**config.mk**
```make
export PLATFORM = sky130hd
export DESIGN_NAME = port_pull_and_pwm_routing
export DESIGN_NICKNAME = d
export VERILOG_FILES = /design/src/pin_route_pkg.sv /design/src/pwm_router.sv /design/src/pull_control.sv /design/src/port_pull_and_pwm_routing.sv
export SDC_FILE = /design/constraint.sdc
export NUM_CORES = 1
export LEC_CHECK = 0
export ABC_AREA = 1
export BUFFER_PORTS_ARGS = -buffer_cell sky130_fd_sc_hd__buf_2
export CORE_ASPECT_RATIO = 1.5
export CORE_MARGIN = 3
export CORE_UTILIZATION = 25
export CTS_BUF_LIST = sky130_fd_sc_hd__clkbuf_16
export CTS_CLUSTER_DIAMETER = 60
export DETAILED_ROUTE_END_ITERATION = 8
export GPL_TIMING_DRIVEN = 0
export SLEW_MARGIN = 5
export SYNTH_ARGS = -nofsm -noshare
export SYNTH_HDL_FRONTEND = slang
export SYNTH_SLANG_ARGS = --single-unit
```
**constraint.sdc**
```tcl
create_clock -name pclk -period 2.7 [get_ports pclk]
set_input_delay 0.27 -clock pclk [delete_from_list [all_inputs] [get_ports pclk]]
set_output_delay 0.27 -clock pclk [all_outputs]
set_load 0.01 [all_outputs]
```
**src/pin_route_pkg.sv**
```systemverilog
// Shared constants and types for the port pull and PWM routing block.
package pin_route_pkg;

    // Register byte offsets on the APB bus.
    localparam logic [11:0] PULL_EN_OFFSET = 12'h000;
    localparam logic [11:0] POLARITY_OFFSET = 12'h004;
    localparam logic [11:0] ROUTE_HIGH_OFFSET = 12'h008;
    localparam logic [11:0] ROUTE_LOW_OFFSET = 12'h00c;

    // Values after reset.
    localparam logic [7:0] PULL_EN_RESET = 8'hff;
    localparam logic [7:0] POLARITY_RESET = 8'h00;
    localparam logic [7:0] ROUTE_HIGH_RESET = 8'h00;
    localparam logic [3:0] ROUTE_LOW_RESET = 4'h0;

    // Channel counts and field positions.
    localparam int unsigned PWM_CHANNELS = 8;
    localparam int unsigned PORT_PINS = 8;
    localparam int unsigned HIGH_FIRST_CH = 4;
    localparam int unsigned HIGH_SEL_W = 2;

    // Port S pin that each channel reaches, three bits per channel.
    localparam logic [23:0] S_PIN_MAP = {
        3'h1, 3'h0, 3'h3, 3'h2, 3'h7, 3'h6, 3'h5, 3'h4
    };

    typedef enum logic [1:0] {
        ROUTE_PORT_P = 2'h0,
        ROUTE_PORT_S = 2'h1,
        ROUTE_PORT_V = 2'h2,
        ROUTE_PORT_M = 2'h3
    } route_port_t;

endpackage

```
**src/pwm_router.sv**
```systemverilog
// Steers each PWM channel to exactly one of its candidate port pins.
`timescale 1ns/1ps
`default_nettype none
module pwm_router
    import pin_route_pkg::*;
(
    input wire logic [7:0] route_high,
    input wire logic [3:0] route_low,
    input wire logic [7:0] pwm_out,
    input wire logic [7:0] pwm_en,
    output logic [7:0] p_en,
    output logic [7:0] p_val,
    output logic [7:0] s_en,
    output logic [7:0] s_val,
    output logic [3:0] v_en,
    output logic [3:0] v_val,
    output logic [3:0] m_en,
    output logic [3:0] m_val
);
    genvar g;
    generate
        for (g = 0; g < PWM_CHANNELS; g++) begin : gen_ch
            route_port_t sel;
            if (g < HIGH_FIRST_CH) begin : gen_low
                // Low channels only choose between port P and port S.
                assign sel = route_port_t'({1'b0, route_low[g]}); // see RL8
            end else begin : gen_high
                assign sel = route_port_t'(
                    route_high[HIGH_SEL_W*(g-HIGH_FIRST_CH) +: HIGH_SEL_W]
                ); // see RL7
                assign v_en[g-HIGH_FIRST_CH] = pwm_en[g] &&
                    (sel == ROUTE_PORT_V); // see RL11
                assign v_val[g-HIGH_FIRST_CH] = pwm_out[g];
                assign m_en[g-HIGH_FIRST_CH] = pwm_en[g] &&
                    (sel == ROUTE_PORT_M); // see RL11
                assign m_val[g-HIGH_FIRST_CH] = pwm_out[g];
            end
            // A channel claims only the pin its selector names.
            assign p_en[g] = pwm_en[g] && (sel == ROUTE_PORT_P); // see RL11
            assign p_val[g] = pwm_out[g];
            assign s_en[S_PIN_MAP[3*g +: 3]] = pwm_en[g] &&
                (sel == ROUTE_PORT_S); // see RL6
            assign s_val[S_PIN_MAP[3*g +: 3]] = pwm_out[g];
        end
    endgenerate
endmodule
`default_nettype wire

```
**src/pull_control.sv**
```systemverilog
// Per-pin pull device and interrupt edge selection for port P.
`timescale 1ns/1ps
`default_nettype none
module pull_control
    import pin_route_pkg::*;
(
    input wire logic [7:0] pull_enable_bits,
    input wire logic [7:0] pull_polarity_bits,
    input wire logic [7:0] pin_is_input,
    output logic [7:0] pull_up_en,
    output logic [7:0] pull_down_en,
    output logic [7:0] edge_rising_sel
);
    genvar g;
    generate
        for (g = 0; g < PORT_PINS; g++) begin : gen_pin
            logic active;
            // An output pin never gets a pull, whatever the enable holds.
            assign active = pull_enable_bits[g] && pin_is_input[g]; // see RL2
            assign pull_down_en[g] = active && pull_polarity_bits[g]; // see RL4
            assign pull_up_en[g] = active && !pull_polarity_bits[g]; // see RL1
            // Pull-down pairs with a rising active edge, pull-up with falling.
            assign edge_rising_sel[g] = pull_polarity_bits[g]; // see RL5
        end
    endgenerate
endmodule
`default_nettype wire

```
**src/port_pull_and_pwm_routing.sv**
```systemverilog
// Port P pull configuration and PWM pin routing with an APB register file.
//
// Contract
// RL1: Pull enable bit turns on input pull.
// RL2: Pull enable ignored while pin is output.
// RL3: All pull enables set after reset.
// RL4: Polarity one pulls down, zero pulls up.
// RL5: Polarity bit also picks interrupt edge.
// RL6: Both routing registers place PWM channels.
// RL7: High register: two-bit port per channel.
// RL8: Low register: one bit, P or S.
// RL9: All four registers accessible any time.
// RL10: LCD beats PWM, PWM beats GPIO.
// RL11: PWM drives only its one selected pin.
`timescale 1ns/1ps
`default_nettype none
module port_pull_and_pwm_routing
    import pin_route_pkg::*;
(
    input wire logic pclk,
    input wire logic presetn,
    input wire logic psel,
    input wire logic penable,
    input wire logic pwrite,
    input wire logic [11:0] paddr,
    input wire logic [31:0] pwdata,
    output logic [31:0] prdata,
    output logic pready,
    output logic pslverr,
    input wire logic [7:0] direction_bits,
    input wire logic [7:0] gpio_p_data,
    input wire logic [7:0] pwm_ch_out,
    input wire logic [7:0] pwm_ch_en,
    input wire logic [7:0] lcd_seg_en,
    input wire logic [7:0] lcd_seg_out,
    output logic [7:0] pad_p_out,
    output logic [7:0] pad_p_oe,
    output logic [7:0] pad_p_lcd_sel,
    output logic [7:0] pad_p_pull_up,
    output logic [7:0] pad_p_pull_down,
    output logic [7:0] irq_edge_rising,
    output logic [7:0] pwm_s_out,
    output logic [7:0] pwm_s_oe,
    output logic [3:0] pwm_v_out,
    output logic [3:0] pwm_v_oe,
    output logic [3:0] pwm_m_out,
    output logic [3:0] pwm_m_oe
);

    logic [7:0] pull_en_ff;
    logic [7:0] polarity_ff;
    logic [7:0] route_high_ff;
    logic [3:0] route_low_ff;
    logic [31:0] prdata_ff;
    logic [31:0] nxt_prdata;
    logic addr_hit;
    logic setup_phase;
    logic wr_access;

    logic [7:0] route_p_en;
    logic [7:0] route_p_val;
    logic [7:0] route_s_en;
    logic [7:0] route_s_val;
    logic [3:0] route_v_en;
    logic [3:0] route_v_val;
    logic [3:0] route_m_en;
    logic [3:0] route_m_val;

    logic [7:0] pin_is_input;
    logic [7:0] nxt_pad_out;
    logic [7:0] nxt_pad_oe;
    logic [7:0] pull_up_c;
    logic [7:0] pull_down_c;
    logic [7:0] edge_sel_c;

    logic [7:0] pad_p_out_ff;
    logic [7:0] pad_p_oe_ff;
    logic [7:0] pad_p_lcd_ff;
    logic [7:0] pull_up_ff;
    logic [7:0] pull_down_ff;
    logic [7:0] pwm_s_out_ff;
    logic [7:0] pwm_s_oe_ff;
    logic [3:0] pwm_v_out_ff;
    logic [3:0] pwm_v_oe_ff;
    logic [3:0] pwm_m_out_ff;
    logic [3:0] pwm_m_oe_ff;

    // APB slave. The slave never inserts wait states, so software can
    // reach every register at any time.
    assign setup_phase = psel && !penable;
    assign wr_access = psel && penable && pwrite && addr_hit;
    assign pready = 1'b1; // see RL9

    always_comb begin
        addr_hit = 1'b1;
        nxt_prdata = 32'h0000_0000;
        unique case (paddr)
            PULL_EN_OFFSET: nxt_prdata = {24'h00_0000, pull_en_ff};
            POLARITY_OFFSET: nxt_prdata = {24'h00_0000, polarity_ff};
            ROUTE_HIGH_OFFSET: nxt_prdata = {24'h00_0000, route_high_ff};
            ROUTE_LOW_OFFSET: nxt_prdata = {28'h000_0000, route_low_ff};
            default: addr_hit = 1'b0;
        endcase
    end

    // An unmapped address answers with an error and reads as zero.
    assign pslverr = psel && penable && !addr_hit;

    // Read data is captured in the setup cycle; no register can change
    // before the access cycle because writes land only at its end.
    always_ff @(posedge pclk or negedge presetn) begin
        if (!presetn) begin
            prdata_ff <= 32'h0000_0000;
        end else if (setup_phase && !pwrite) begin
            prdata_ff <= nxt_prdata; // see RL9
        end
    end
    assign prdata = prdata_ff;

    always_ff @(posedge pclk or negedge presetn) begin
        if (!presetn) begin
            pull_en_ff <= PULL_EN_RESET; // see RL3
        end else if (wr_access && paddr == PULL_EN_OFFSET) begin
            pull_en_ff <= pwdata[7:0]; // see RL1
        end
    end

    always_ff @(posedge pclk or negedge presetn) begin
        if (!presetn) begin
            polarity_ff <= POLARITY_RESET;
        end else if (wr_access && paddr == POLARITY_OFFSET) begin
            polarity_ff <= pwdata[7:0]; // see RL4
        end
    end

    always_ff @(posedge pclk or negedge presetn) begin
        if (!presetn) begin
            route_high_ff <= ROUTE_HIGH_RESET;
        end else if (wr_access && paddr == ROUTE_HIGH_OFFSET) begin
            route_high_ff <= pwdata[7:0]; // see RL7
        end
    end

    always_ff @(posedge pclk or negedge presetn) begin
        if (!presetn) begin
            route_low_ff <= ROUTE_LOW_RESET;
        end else if (wr_access && paddr == ROUTE_LOW_OFFSET) begin
            route_low_ff <= pwdata[3:0]; // see RL8
        end
    end

    pwm_router u_router (
        .route_high(route_high_ff),
        .route_low(route_low_ff),
        .pwm_out(pwm_ch_out),
        .pwm_en(pwm_ch_en),
        .p_en(route_p_en),
        .p_val(route_p_val),
        .s_en(route_s_en),
        .s_val(route_s_val),
        .v_en(route_v_en),
        .v_val(route_v_val),
        .m_en(route_m_en),
        .m_val(route_m_val)
    );

    // Port P pin ownership: LCD first, then a PWM routed here, then GPIO.
    // An LCD pin has its digital buffers disabled entirely.
    always_comb begin
        for (int i = 0; i < PORT_PINS; i++) begin
            if (lcd_seg_en[i]) begin
                nxt_pad_out[i] = lcd_seg_out[i]; // see RL10
                nxt_pad_oe[i] = 1'b0;
                pin_is_input[i] = 1'b0;
            end else if (route_p_en[i]) begin
                nxt_pad_out[i] = route_p_val[i]; // see RL10
                nxt_pad_oe[i] = 1'b1;
                pin_is_input[i] = 1'b0;
            end else begin
                nxt_pad_out[i] = gpio_p_data[i];
                nxt_pad_oe[i] = direction_bits[i];
                pin_is_input[i] = !direction_bits[i]; // see RL2
            end
        end
    end

    pull_control u_pull (
        .pull_enable_bits(pull_en_ff),
        .pull_polarity_bits(polarity_ff),
        .pin_is_input(pin_is_input),
        .pull_up_en(pull_up_c),
        .pull_down_en(pull_down_c),
        .edge_rising_sel(edge_sel_c)
    );
    assign irq_edge_rising = edge_sel_c; // see RL5

    // Pad controls are registered so the pads see glitch-free levels;
    // the cost is one cycle of latency after a change.
    always_ff @(posedge pclk or negedge presetn) begin
        if (!presetn) begin
            pad_p_out_ff <= 8'h00;
            pad_p_oe_ff <= 8'h00;
            pad_p_lcd_ff <= 8'h00;
        end else begin
            pad_p_out_ff <= nxt_pad_out;
            pad_p_oe_ff <= nxt_pad_oe;
            pad_p_lcd_ff <= lcd_seg_en; // see RL10
        end
    end

    always_ff @(posedge pclk or negedge presetn) begin
        if (!presetn) begin
            pull_up_ff <= 8'h00;
            pull_down_ff <= 8'h00;
        end else begin
            pull_up_ff <= pull_up_c; // see RL1
            pull_down_ff <= pull_down_c; // see RL4
        end
    end

    always_ff @(posedge pclk or negedge presetn) begin
        if (!presetn) begin
            pwm_s_out_ff <= 8'h00;
            pwm_s_oe_ff <= 8'h00;
            pwm_v_out_ff <= 4'h0;
            pwm_v_oe_ff <= 4'h0;
            pwm_m_out_ff <= 4'h0;
            pwm_m_oe_ff <= 4'h0;
        end else begin
            pwm_s_out_ff <= route_s_val;
            pwm_s_oe_ff <= route_s_en; // see RL6
            pwm_v_out_ff <= route_v_val;
            pwm_v_oe_ff <= route_v_en;
            pwm_m_out_ff <= route_m_val;
            pwm_m_oe_ff <= route_m_en;
        end
    end

    assign pad_p_out = pad_p_out_ff;
    assign pad_p_oe = pad_p_oe_ff;
    assign pad_p_lcd_sel = pad_p_lcd_ff;
    assign pad_p_pull_up = pull_up_ff;
    assign pad_p_pull_down = pull_down_ff;
    assign pwm_s_out = pwm_s_out_ff;
    assign pwm_s_oe = pwm_s_oe_ff;
    assign pwm_v_out = pwm_v_out_ff;
    assign pwm_v_oe = pwm_v_oe_ff;
    assign pwm_m_out = pwm_m_out_ff;
    assign pwm_m_oe = pwm_m_oe_ff;

    a_pull_on_input: assert property ( // see RL1
        @(posedge pclk) disable iff (!presetn)
        (pull_en_ff[0] && !polarity_ff[0] && pin_is_input[0])
            ##1 presetn |-> pad_p_pull_up[0] && !pad_p_pull_down[0]
    ) else $error("input pin lacks its pull-up");

    a_output_no_pull: assert property ( // see RL2
        @(posedge pclk) disable iff (!presetn)
        (pad_p_oe & (pad_p_pull_up | pad_p_pull_down)) == 8'h00
    ) else $error("pull device active on a driven pin");

    a_pull_reset_value: assert property ( // see RL3
        @(posedge pclk)
        !presetn |-> pull_en_ff == PULL_EN_RESET
    ) else $error("pull enables not all set in reset");

    a_pull_down_select: assert property ( // see RL4
        @(posedge pclk) disable iff (!presetn)
        (pull_en_ff[5] && polarity_ff[5] && !lcd_seg_en[5] &&
            !route_p_en[5] && !direction_bits[5])
            |=> pad_p_pull_down[5] && !pad_p_pull_up[5]
    ) else $error("pull-down not applied on pin five");

    a_edge_with_pull: assert property ( // see RL5
        @(posedge pclk) disable iff (!presetn)
        $stable(polarity_ff) |->
            (pad_p_pull_down & ~irq_edge_rising) == 8'h00
    ) else $error("pull-down pin without rising edge select");

    a_high_route_v: assert property ( // see RL7
        @(posedge pclk) disable iff (!presetn)
        (route_high_ff[7:6] == ROUTE_PORT_V && pwm_ch_en[7])
            |=> pwm_v_oe[3] && pwm_v_out[3] == $past(pwm_ch_out[7])
                && !pwm_s_oe[1] && !pwm_m_oe[3]
    ) else $error("channel seven not on port V pin three");

    a_low_route_s: assert property ( // see RL8
        @(posedge pclk) disable iff (!presetn)
        (route_low_ff[3] && pwm_ch_en[3])
            |=> pwm_s_oe[7] && pwm_s_out[7] == $past(pwm_ch_out[3])
    ) else $error("channel three not on port S pin seven");

    a_write_any_time: assert property ( // see RL9
        @(posedge pclk) disable iff (!presetn)
        (psel && penable && pwrite && paddr == ROUTE_HIGH_OFFSET)
            |=> route_high_ff == $past(pwdata[7:0]) ##1
                (route_high_ff == $past(route_high_ff) ||
                 $past(wr_access))
    ) else $error("routing write did not take effect");

    a_read_back: assert property ( // see RL9
        @(posedge pclk) disable iff (!presetn)
        (psel && !penable && !pwrite && paddr == POLARITY_OFFSET)
            |=> prdata == {24'h00_0000, $past(polarity_ff)}
    ) else $error("polarity read returned a wrong value");

    a_lcd_over_pwm: assert property ( // see RL10
        @(posedge pclk) disable iff (!presetn)
        (lcd_seg_en[0] && pwm_ch_en[0] && !route_low_ff[0])
            |=> pad_p_lcd_sel[0] && !pad_p_oe[0]
                && pad_p_out[0] == $past(lcd_seg_out[0])
    ) else $error("LCD segment lost priority on pin zero");

    a_single_pin: assert property ( // see RL11
        @(posedge pclk) disable iff (!presetn)
        $onehot0({route_p_en[7], route_s_en[1], route_v_en[3],
            route_m_en[3]})
    ) else $error("channel seven drives more than one pin");

    c_route_m: cover property (
        @(posedge pclk) disable iff (!presetn)
        route_high_ff[1:0] == ROUTE_PORT_M && pwm_ch_en[4]
    );

    c_pwm_on_p: cover property (
        @(posedge pclk) disable iff (!presetn)
        route_p_en[2] && !lcd_seg_en[2] && !direction_bits[2]
    );

    c_read_access: cover property (
        @(posedge pclk) disable iff (!presetn)
        psel && penable && !pwrite && paddr == PULL_EN_OFFSET
    );

    c_pull_down_pin: cover property (
        @(posedge pclk) disable iff (!presetn)
        pad_p_pull_down[0] && irq_edge_rising[0]
    );

    c_lcd_pin: cover property (
        @(posedge pclk) disable iff (!presetn)
        pad_p_lcd_sel[0] && pwm_ch_en[0]
    );

endmodule
`default_nettype wire

```
# After elaboration in Yosys (flattened, before gate mapping)
# Cells that the tools add are included.
# word_totals
ff_bits	128
inputBits	97
latch_bits	0
romBits	0
ram_bits	0
n_memories	0
elab_cells	167
out_inout_bits	114
# op_classes
n_mul	0
n_mux	50
n_bitwise	0
n_addsub	0
n_lt_le_gt_ge	0
n_shift	0
n_eq_ne	15
n_div	0
reduce_logical	87
# ops
op	count
$logic_and 1x1->1	58
$mux 1	49
$pmux 8 s4	1
$eq 12x4->1 const B	2
$logic_not 1->1	19
$eq 2x2->1 const B	8
$logic_not 2->1	8
$eq 12x3->1 const B	1
$logic_not 12->1	1
$eq 2x1->1 const B	4
$reduce_or 4->1	1

# Longest topological paths before layout
# logic_depth
ltp_word	6
depth_mapped	9
depth_no_buf	7

# Modules after synthesis
# A second synthesis with hierarchy kept.
# unflattened
cells_unflattened	471
area_unflattened_um2	4704.5
# modules_own_cells
mod	seq_area_each_um2	cells_per_inst	instances	area_per_inst_um2
port_pull_and_pwm_routing	2712.6	359	1	4164.0
pwm_router	0.0	72	1	360.3
pull_control	0.0	40	1	180.2

# Worst setup path after synthesis
# No wires, ideal clock.
# synth_path
path_kind	input-to-output
startpoint	in paddr[9]
endpoint	out pslverr
setup_slack_ps	1374
path_buffers	1
stages	6
arrival_time_ps	1056
cell_sequence	nor2_1 nand2_1 nor2_4 buf_6 nand2_2 and3_1
# synth_via
elab_chain_len	5
elab_cells_between_ends	8
# synth_rtl
item	line	source
start, declared	port_pull_and_pwm_routing.sv:25	input wire logic [11:0] paddr,
$eq 12x3->1, or another cell as far along	port_pull_and_pwm_routing.sv:97	unique case (paddr)
$reduce_or 4->1 (no line) *	n/a	
$mux 1 *	port_pull_and_pwm_routing.sv:97	
$logic_not 1->1 *	port_pull_and_pwm_routing.sv:107	assign pslverr = psel && penable && !addr_hit;
$logic_and 1x1->1 *	port_pull_and_pwm_routing.sv:107	
end, declared	port_pull_and_pwm_routing.sv:29	output logic pslverr,
# Every way passes the cells marked *; elsewhere a longest branch is shown, timed or not.

# Final worst setup path
# layout_path
startpoint	in paddr[11]
endpoint	out pslverr
# The elaborated chain is that of the path after synthesis.

==> impl_metrics.py <==
metrics = {
    "logic_synthesis": {
        "synth-async-reset-ratio_pct": 100,
        "synth_area_leaders": "dfrtp_1 (55%), nand2_1 (7.4%), buf_4 (6.1%), nand3_1 (5.3%), dfstp_2 (5.0%)",
        "ys_seq_elements": 100,
        "netlist.area_leader.share_pct": 55.0,
        "synth.distinct_cells": 25,
        "yosysSeqAreaShare_pct": 60.0,
        "syn_area_per_cell_sq_um": 9.58,
        "syn_area_sq_um": 4190,
        "synth_top_flop_cell": "dfrtp_1",
        "synth_edf_count": 0,
        "synth_top_area_cell": "dfrtp_1",
        "synth-warning-count": 0,
        "syn_inst": 437,
    },
    "floorplan": {
        "rows": 57,
        "chipWidth_microns": 112,
        "fp.coreArea_sq_um": 16300,
        "dieArea_sq_um": 18400,
        "start_util_pct": 25.6,
        "die_h_microns": 165,
        "pin_count": 211,
    },
    "power_and_ir_drop": {
        "power_density_nw_per_um2": 543,
        "peakVddDrop_uv": 309,
        "finalPower_mw": 3.08,
        "p_leak_nw": 3.12,
    },
    "status": {
        "status": "complete, no violations",
    },
    "sta": {
        "min_period_ps": 1650,
        "worst_slack_ps": 1050,
        "fmax_mhz": 605,
        "post-route-period-util_pct": 61.2,
        "rsz0062_at_grt": "false",
        "clock_skew_ps": 7.62,
        "slew_headroom_pct": 64.1,
        "maxSlewViolCount": 0,
        "fin_tns_setup_ps": 0,
        "hold_viol": 0,
        "worst_pin_slew_ps": 538,
        "setup_viol": 0,
    },
    "worst_setup_path": {
        "crit_arrival_ps": 1380,
        "cpPeakStageDelay_ps": 250,
        "path_buf_inv": 3,
        "critPathRequiredTime_ps": 2430,
        "cp_slowest_cell": "nor2_4",
        "end_kind": "output pin",
        "crit_family": "simple AND/OR/NAND/NOR gates",
        "crit_chain": "buf_2 > nor2_1 > nand2_1 > nor2_4 > buf_6 > nand2_2 > and3_1 > buf_2",
        "crit_fanout": 10,
        "cp_common_cell": "buf_2",
        "cp-start-kind": "input pin",
        "worstSetupPathType": "in -> out",
    },
    "layout": {
        "stdcell_count": 845,
        "syn_to_final_growth_pct": 35.2,
        "mostFrequentLayoutCell": "buf_2",
        "nFillCells": 1704,
        "final_cell_mix": "buf_2 (161), dfrtp_1 (92), nand2_1 (83), inv_1 (55)",
        "nNetsFinal": 731,
        "drive_gt1_share_pct": 37.6,
        "utilization_pct": 34.7,
        "n_antenna_cell": 0,
    },
    "hold_path": {
        "min_path_type": "in -> reg",
    },
    "detailed_routing": {
        "avgViaCountPerCell": 4.09,
        "wl_per_cell_microns": 13.4,
        "drc": 0,
        "drt-total-wl_mm": 11.4,
        "final_antenna_net_count": 0,
        "drtIter0Drc": 202,
        "drtPass1Iterations": 4,
        "vias": 3454,
    },
    "grt": {
        "grt_pass1_wl_mm": 17.8,
        "grt.overflow.total": 0,
        "grt_pass1_vias": 3380,
        "grt_max_degree": 63,
        "grt_antenna_before_repair": 0,
        "gr-usage-all-layers_pct": 12.4,
    },
    "placement": {
        "portBuffers": 161,
        "dp.final_hpwl_mm": 8.81,
        "dp_cells": 828,
        "place.gp.congestion": 0.777,
        "dp_slack_ps": 1020,
    },
    "flow_run": {
        "drv_cap": 0,
    },
    "clocking": {
        "path_clk_slew_ps": 70,
        "h-tree-depth": 3,
        "cts-root-buf": "clkbuf_16",
        "clockBufferDepth": 2,
        "tritoncts": "done",
        "cts_made_buffers": 9,
        "clock-sinks": 100,
        "clk_latency_ps": 340,
    },
}
-- through the flow --
stage               hold slack [ps]  area [sq um]
floorplan                     -25.6          4270
global placement                395          5340
detailed placement              294          5370
CTS                            33.0          5660
global route                   31.3          5660
finish                         43.6          5660
-- cells by family (layout without fill, tap and decap cells) --
kind of cell | Yosys count | count (layout) | share of synthesized area (%)
other cells | 2 | 25 | 0.179
buf+inv | 96 | 275 | 12.7
compound gates | 40 | 40 | 5.38
flops | 100 | 100 | 60.0
simple gates | 199 | 199 | 21.8
-- cell usage after synthesis (4+ instances only) --
library cell / number
nand3_1: 44
nand2_1: 83
nor3_1: 12
o21ai_0: 7
inv_1: 54
buf_4: 34
a31oi_1: 8
nor2_4: 5
dfstp_2: 8
dfrtp_1: 92
o21ai_2: 4
nor2_1: 44
o21ai_1: 21
buf_6: 4
-- cell type report --
cell class | instances | area (sq um) | area share [%]
tap | 206 | 258 | 4.55
inverter | 56 | 210 | 3.71
clock inverter | 7 | 58.8 | 1.04
buffer | 40 | 320 | 5.66
multi-input combinational | 264 | 1230 | 21.7
sequential | 100 | 2510 | 44.4
clock buffer | 9 | 225 | 3.98
timing repair buffer | 163 | 846 | 14.9
-- layer usage --
layer / wire [microns] / share of wire [%] / track usage [%] / vias up
met5: 0 / 0 / 0 / -
met4: 125 / 1.1 / 3.65 / 0
met1: 4400 / 39 / 14.2 / 1602
li1: - / - / - / 1721
met2: 6040 / 53 / 22.8 / 121
met3: 789 / 6.9 / 3.23 / 10
-- report_power, final --
part | internal (mW) | total, mW | switching, mW | leakage (nW)
combinational | 0.119 | 0.274 | 0.155 | 1.71
clock | 0.706 | 1.26 | 0.556 | 0.143
sequential | 1.53 | 1.54 | 0.00882 | 1.27
total | 2.36 | 3.08 | 0.720 | 3.12
-- what timing repair did --
action / CTS / global route
hold endpoints to repair: 36 / 0
gates resized for setup: 0 / 0
hold buffers: 1 / 0
buffers inserted: 0 / 0
-- registers in the layout, indices dropped and copies added (netlist names), 4 cells and up --
name / cells
pad_p_pull_down: 8
polarity_ff: 8
pwm_s_out: 5
pad_p_oe: 8
pwm_m_oe: 4
route_low_ff: 4
pad_p_out: 8
pwm_v_oe: 4
pad_p_pull_up: 8
pull_en_ff: 8
route_high_ff: 8
pwm_s_oe: 8
pad_p_lcd_sel: 8
prdata: 8
-- final timing paths --
| check | endpoint | cells past startpoint | slack, ps | from |
|---|---|---|---|---|
| min in group asynchronous | pad_p_out[5] | 2 | 480 | presetn |
| worst min register to register | prdata[4] | 2 | 480 | prdata[4] |
| worst max register to register | pad_p_pull_up[5] | 6 | 1550 | route_high_ff[2] |
| max in group asynchronous | pull_en_ff[6] | 3 | 1480 | presetn |
| worst max-delay path | pslverr | 8 | 1050 | paddr[11] |
| worst min-delay path | pwm_s_out[7] | 1 | 40 | pwm_ch_out[3] |
Note: power is estimated with default switching activity, not from simulation.
